$ cat src/shared/out_drv_cfg.svh
// Register offsets, field positions and reset values for the driver config.
`ifndef OUT_DRV_CFG_SVH
`define OUT_DRV_CFG_SVH
`define ADDR_PRIMARY_CTRL   8'h32
`define ADDR_SECONDARY_SRC  8'h33
`define ADDR_SECONDARY_CTRL 8'h34
`define BIT_DRIVE_STRONG    7
`define BIT_POWER_DOWN      6
`define MODE_HI             5
`define MODE_LO             3
`define POL_HI              2
`define POL_LO              1
`define BIT_SW_OVERRIDE     0
`define BIT_SRC_SEL         3
`define CTRL_RESET          8'ha8
`define SRC_RESET           8'h00
`define SRC_MASK            8'h08
`define CTRL_MASK           8'hff
`endif

$ cat src/shared/out_drv_pkg.sv
// Types shared by the output driver configuration registers.
package out_drv_pkg;
	typedef enum logic [2:0] {
		MODE_CMOS_BOTH = 3'h0,
		MODE_CMOS_POS  = 3'h1,
		MODE_CMOS_NEG  = 3'h2,
		MODE_CMOS_NONE = 3'h3,
		MODE_LVDS      = 3'h4,
		MODE_LVPECL    = 3'h5,
		MODE_UNUSED6   = 3'h6,
		MODE_UNUSED7   = 3'h7
	} drv_mode_t;
	typedef logic [1:0] drv_pol_t;
endpackage

$ cat src/verilog/output_driver_config_regs.sv
// Register bank steering the primary and secondary clock output drivers.
//
// What this block does
// - Primary override 0 follows standard pin; 1 uses primary bits 7:1.
// - Source bit 3: 0 routes first post-divider, 1 routes input reference.
// - Secondary bit 7 selects drive: 0 weak, 1 strong (default).
// - Secondary bit 6 set powers down the driver; default active.
// - Mode bits 5:3: CMOS variants, LVDS, LVPECL default; 110/111 unused.
// - Polarity bits 2:1 set CMOS pin polarity; 00 default.
// - Polarity is ignored when mode selects LVDS or LVPECL.
// - Secondary override 0 follows standard pin; 1 uses bits 7:1.
// - Primary register has the same fields and encodings as secondary.
`include "out_drv_cfg.svh"
`timescale 1ns/1ps
module output_driver_config_regs (
	// Clock and reset
	input  wire logic                    clk_sys_i,
	input  wire logic                    rst_b_i,
	// Register access from the serial control port
	input  wire logic                    reg_wr_i,
	input  wire logic [7:0]              reg_addr_i,
	input  wire logic [7:0]              reg_wdata_i,
	output logic      [7:0]              reg_rdata_o,
	// Output standard select pin, 0 LVDS, 1 LVPECL
	input  wire logic                    output_standard_select_pin_i,
	// Primary driver controls
	output logic                         pri_drive_strong_o,
	output logic                         pri_power_down_o,
	output out_drv_pkg::drv_mode_t       pri_mode_o,
	output out_drv_pkg::drv_pol_t        pri_pol_o,
	// Secondary driver controls
	output logic                         sec_src_reference_o,
	output logic                         sec_drive_strong_o,
	output logic                         sec_power_down_o,
	output out_drv_pkg::drv_mode_t       sec_mode_o,
	output out_drv_pkg::drv_pol_t        sec_pol_o
);
	import out_drv_pkg::*;

	// Channel 0 is the primary driver and channel 1 the secondary. Both
	// share one field layout, so a single generate loop serves them.
	localparam int unsigned NUM_DRV = 2;

	// Reset synchroniser.
	logic                         rst_meta_reg;
	logic                         rst_sync_b_reg;

	// Register file and read path.
	logic [NUM_DRV-1:0][7:0]      ctrl_val;
	logic [7:0]                   src_reg;
	logic [7:0]                   src_next;
	logic [7:0]                   rdata_next;

	// Decoded write strobes.
	logic                         wr_pri;
	logic                         wr_src;
	logic                         wr_sec;
	logic [NUM_DRV-1:0]           wr_ctrl;

	// Effective driver controls, one entry per channel.
	logic [NUM_DRV-1:0]           strong_eff;
	logic [NUM_DRV-1:0]           pd_eff;
	logic [NUM_DRV-1:0][2:0]      mode_eff;
	logic [NUM_DRV-1:0][1:0]      pol_eff;

	// The release of reset passes two flip-flops so that no register
	// leaves reset on an edge where the release may still be settling.
	always_ff @(posedge clk_sys_i or negedge rst_b_i) begin
		if (!rst_b_i) begin
			rst_meta_reg   <= 1'b0;
			rst_sync_b_reg <= 1'b0;
		end else begin
			rst_meta_reg   <= 1'b1;
			rst_sync_b_reg <= rst_meta_reg;
		end
	end

	// Unmapped addresses fall through to the default and are dropped.
	always_comb begin
		wr_pri = 1'b0;
		wr_src = 1'b0;
		wr_sec = 1'b0;
		if (reg_wr_i) begin
			unique case (reg_addr_i)
				`ADDR_PRIMARY_CTRL: begin
					wr_pri = 1'b1;
				end
				`ADDR_SECONDARY_SRC: begin
					wr_src = 1'b1;
				end
				`ADDR_SECONDARY_CTRL: begin
					wr_sec = 1'b1;
				end
				default: begin
					wr_pri = 1'b0;
				end
			endcase
		end
	end

	assign wr_ctrl = {wr_sec, wr_pri};

	// Only the source bit is stored, so the unused bits read back as zero.
	always_comb begin
		src_next = src_reg;
		if (wr_src) begin
			src_next = reg_wdata_i & `SRC_MASK;
		end
	end

	always_ff @(posedge clk_sys_i or negedge rst_sync_b_reg) begin
		if (!rst_sync_b_reg) begin
			src_reg <= `SRC_RESET;
		end else begin
			src_reg <= src_next;
		end
	end

	for (genvar ch = 0; ch < NUM_DRV; ch++) begin : g_drv
		logic [7:0] ctrl_reg;
		logic [7:0] ctrl_next;
		logic [7:0] eff;
		logic       mode_unused;

		always_comb begin
			ctrl_next = ctrl_reg;
			if (wr_ctrl[ch]) begin
				ctrl_next = reg_wdata_i & `CTRL_MASK;
			end
		end

		always_ff @(posedge clk_sys_i or negedge rst_sync_b_reg) begin
			if (!rst_sync_b_reg) begin
				ctrl_reg <= `CTRL_RESET;
			end else begin
				ctrl_reg <= ctrl_next;
			end
		end

		// Without override the pin picks LVDS or LVPECL and the other
		// fields keep their defaults, so software edits to the stored
		// fields take effect only once the override bit is set.
		always_comb begin
			eff = `CTRL_RESET;
			if (ctrl_reg[`BIT_SW_OVERRIDE]) begin
				eff = ctrl_reg;
			end else if (output_standard_select_pin_i) begin
				eff[`MODE_HI:`MODE_LO] = MODE_LVPECL;
			end else begin
				eff[`MODE_HI:`MODE_LO] = MODE_LVDS;
			end
			mode_unused = eff[`MODE_HI] && eff[`MODE_HI-1];
			// Codes 110 and 111 name no driver; powering down is the
			// only safe reading of them.
			if (mode_unused) begin
				eff[`BIT_POWER_DOWN] = 1'b1;
			end
			// Polarity means something to the CMOS modes only.
			if (eff[`MODE_HI]) begin
				eff[`POL_HI:`POL_LO] = 2'h0;
			end
		end

		assign ctrl_val[ch]   = ctrl_reg;
		assign strong_eff[ch] = eff[`BIT_DRIVE_STRONG];
		assign pd_eff[ch]     = eff[`BIT_POWER_DOWN];
		assign mode_eff[ch]   = eff[`MODE_HI:`MODE_LO];
		assign pol_eff[ch]    = eff[`POL_HI:`POL_LO];
	end

	// Control registers read back all eight bits, override bit included.
	always_comb begin
		unique case (reg_addr_i)
			`ADDR_PRIMARY_CTRL: begin
				rdata_next = ctrl_val[0];
			end
			`ADDR_SECONDARY_SRC: begin
				rdata_next = src_reg;
			end
			`ADDR_SECONDARY_CTRL: begin
				rdata_next = ctrl_val[1];
			end
			default: begin
				rdata_next = 8'h00;
			end
		endcase
	end

	// Read data is registered: one cycle behind the address, which costs
	// a cycle of latency but keeps the address pins off the data pins.
	always_ff @(posedge clk_sys_i or negedge rst_sync_b_reg) begin
		if (!rst_sync_b_reg) begin
			reg_rdata_o <= 8'h00;
		end else begin
			reg_rdata_o <= rdata_next;
		end
	end

	// Primary driver controls.
	assign pri_drive_strong_o  = strong_eff[0];
	assign pri_power_down_o    = pd_eff[0];
	assign pri_mode_o          = drv_mode_t'(mode_eff[0]);
	assign pri_pol_o           = pol_eff[0];

	// Secondary driver controls.
	assign sec_src_reference_o = src_reg[`BIT_SRC_SEL];
	assign sec_drive_strong_o  = strong_eff[1];
	assign sec_power_down_o    = pd_eff[1];
	assign sec_mode_o          = drv_mode_t'(mode_eff[1]);
	assign sec_pol_o           = pol_eff[1];
endmodule

$ cat config.mk
export PLATFORM = sky130hd
export DESIGN_NAME = output_driver_config_regs
export DESIGN_NICKNAME = d
export VERILOG_FILES = /design/src/shared/out_drv_pkg.sv /design/src/verilog/output_driver_config_regs.sv
export VERILOG_INCLUDE_DIRS = /design/src /design/src/shared
export SDC_FILE = /design/constraint.sdc
export NUM_CORES = 1
export LEC_CHECK = 0
export BUFFER_PORTS_ARGS = -buffer_cell sky130_fd_sc_hd__buf_2
export CORE_MARGIN = 10
export CORE_UTILIZATION = 31
export CTS_CLUSTER_SIZE = 12
export DETAILED_ROUTE_END_ITERATION = 16
export REMOVE_ABC_BUFFERS = 1
export SYNTH_ARGS = -nofsm -noshare
export SYNTH_HDL_FRONTEND = slang
export SYNTH_SLANG_ARGS = --single-unit
$ cat constraint.sdc
create_clock -name clk_sys_i -period 2.1 [get_ports clk_sys_i]
set_clock_uncertainty 0.2 [all_clocks]
set_input_delay 0.21 -clock clk_sys_i [delete_from_list [all_inputs] [get_ports clk_sys_i]]
set_output_delay 0.21 -clock clk_sys_i [all_outputs]
set_load 0.02 [all_outputs]
==> flow_summary.toml <==
[synth]
combined_area_of_all_synthesized_cells_mm2 = 0.00118
compound_gate_fraction_of_synth_area_pct = 6.86
synthCells = 88
synth_top_family_by_area = "multiplexers"
post_synth_xor_xnor_area_pct = 0
post_synthesis_average_cell_area_um2 = 13.5
post_synth_and_or_nand_nor_area_fraction_pct = 15.2
synth.lib_cells_used.distinct = 23
yosys.area_share.adder_pct = 0
synth.ff_latch_count = 27
synth_sequential_area_ratio_pct = 57.7
synth.mux.area_fraction_pct = 18.1
yosysWarnings = 0

[routing]
drt_via_density = 4.64
drc_violations_left = 0
drt_iter0_markers = 40
wl_per_cell_um = 14.6
vias = 896
postRouteAntennaNets = 0
detail_route.wirelength_um = 2810
drt_pre_antenna_iters = 4

[placement]
hpwl_um = 2190
port_buffers = 42
gpl.final_weighted_congestion = 0.765

[pwr]
vdd_drop_max_v = 0.000523
p_switching_uw = 226
power_switching_share_pct = 23.7
static_leakage_nw = 0.802
share_clk_of_total_power_pct = 31.1
sequentialPowerShare_pct = 58.4
power_report.internal_total_uw = 727
power_density_mw_per_mm2 = 587
comb_power_share_pct = 10.4

[worst_setup_path]
timing.critical_path.cells = "mux2_2, buf_2"
critical_path_class = "reg -> out"
crit_path_end_kind = "output port"
crit_required_ns = 1.69
worst_path_largest_cell_delay_ns = 0.49
data_arrival_time_of_the_critical_path_ns = 1.29
startpoint_type = "register"
crit_path_max_fanout = 7
crit_path_slowest_cell = "dfrtp_1"

[sta]
max_freq_ghz = 0.588
final.hold.worst_slack_ns = 0.0113
setup-tns-final_ns = 0
post-route-period-util_pct = 80.9
final_period_minus_worst_setup_slack_ns = 1.70
timing.final.hold_violations = 0
grt_setup_unrepaired = "false"
finalSetupViolCount = 0
report.final.slew_viol_count = 0

[die]
row_count = 22
die-width_um = 81.8
dieArea_mm2 = 0.00670
coreArea_mm2 = 0.00369
floorplan.die.height_um = 81.8
io-pin-count = 43
floorplan.initialDensity_pct = 32.1

[cells_and_area]
largest_reg_flops = 16
num_antenna_cells = 0
drive_gt1_share_pct = 53.8
areaGrowthSynthToFinish_pct = 37.0
nNetsFinal = 166

[clock_network]
worst_skew_pair.late_latency_ns = 0.28
setup_buffers_after_cts = 0
ctsLongestPathBuffers = 2
cts_tree = "built"
clock-root-buffer = "clkbuf_8"
cts_made_buffers = 3
clock_tree.htree_level_count = 1
cts_sinks = 27
path_clk_slew_ns = 0.10

[run]
max-cap-violations = 0

[global_route]
grt_first_pass_wirelength_um = 4950
groute.layer.met1.usage_pct = 11.0
gr-usage-met3_pct = 3.93
grt_start_max_net_pins = 26
total_congestion_overflow_after_global_routing = 0
via_count_of_the_first_global_routing_pass = 997
grt_antenna_before_repair = 0
use_met2_pct = 16.0
global_route.usage.total_pct = 9.48
global_route.peak_usage_layer = "met2"

[worst_hold_path]
hold_class = "in -> reg"

[status]
run_status = "complete, no violations"
[critical path, delay by kind of cell, from the launching register on]
kind | cells | cell delay [ns]
flip-flops | 1 | 0.49
multiplexers | 1 | 0.37
buffers and inverters | 1 | 0.16
[final timing paths]
kind	from	end	slack, ns	depth (start not counted)
max	g_drv[0].ctrl_reg[0]	pri_mode_o[0]	0.40	2
min	reg_wdata_i[3]	src_reg[3]	0.01	2
max reg2reg	src_reg[3]	reg_rdata_o[3]	0.99	2
min reg2reg	rst_sync_b_reg	g_drv[0].ctrl_reg[6]	0.03	1
max in group asynchronous	rst_sync_b_reg	g_drv[0].ctrl_reg[3]	1.36	1
min in group asynchronous	rst_b_i	rst_sync_b_reg	0.03	2
[layer usage]
| layer | up-vias | share of wire, % |
|---|---|---|
| met5 | - | 0 |
| met3 | 2 | 8.7 |
| met2 | 25 | 51 |
| li1 | 428 | - |
| met4 | 0 | 0.64 |
| met1 | 441 | 39 |
[power by group through the flow]
| stage | Sequential, mW | Clock (mW) | Combinational [mW] |
|---|---|---|---|
| 2_1_floorplan | 0.570 | 0 | 0.0433 |
| 3_3_place_gp | 0.566 | 0 | 0.0871 |
| 3_5_place_dp | 0.567 | 0 | 0.0899 |
| 4_1_cts | 0.557 | 0.308 | 0.102 |
| 5_1_grt | 0.561 | 0.331 | 0.112 |
| 6_report | 0.557 | 0.296 | 0.0995 |
[final cells by class]
cell class | count | area (um2)
clock buffers | 3 | 41.3
clock inverters | 1 | 7.51
fillers | 369 | 2070
inverters | 5 | 18.8
multi-input cells | 55 | 479
flip-flops and latches | 27 | 683
well taps | 48 | 60.1
repair buffers | 54 | 333
[synthesized netlist by cell type]
library cell   n  area (um2)
and2_1         3        18.8
a221o_1        1        10.0
and3_1         1        6.26
nor4b_1        1        8.76
nand3b_1       1        7.51
nor4_1         1        6.26
dfstp_2        6         158
a21oi_1        2        10.0
conb_1         1        3.75
inv_1          5        18.8
nor2b_1        3        18.8
nor3_4         1        16.3
nor4_4         1        21.3
and4_1         1        8.76
a22o_1         7        61.3
nand2b_1       4        25.0
mux2_2        19         214
clkbuf_1       1        3.75
nand2_1        1        3.75
nor2_1         4        15.0
nand4_1        2        12.5
dfrtp_1       21         526
or4_4          1        11.3
[logic make-up (layout without fill, tap and decap cells)]
| logic type | after synthesis | in the layout |
|---|---|---|
| compound gates | 10 | 10 |
| other cells | 1 | 1 |
| flops | 27 | 27 |
| mux | 19 | 19 |
| simple gates | 25 | 25 |
| buf+inv | 6 | 63 |
[placed cells by master (no fill, tap or decap), drive strengths merged, types with 2 or more instances in the layout]
cell         instances
nor4                 2
nor2b                3
dfrtp               21
buf                 46
inv                  5
mux2                19
nor2                 4
nand4                2
dfstp                6
dlygate4sd3          8
a21oi                2
a22o                 7
and2                 3
nand2b               4
clkbuf               3
[what timing repair did]
action	4_1_cts	5_1_grt
hold endpoints to repair	16	0
hold buffers	8	0
resized for setup	0	0
[per-stage QoR]
step	util [%]	worst slack (ns)	power, mW	area, um2	instances
6_report	44.0	0.400	0.953	1620	193
5_1_grt	44.0	0.325	1.00	1620	193
4_1_cts	44.0	0.376	0.967	1620	193
3_5_place_dp	40.5	0.189	0.657	1490	181
3_3_place_gp	40.5	0.203	0.653	1490	181
2_1_floorplan	-	0.317	0.613	1180	87
(Power assumes the default switching activity.)
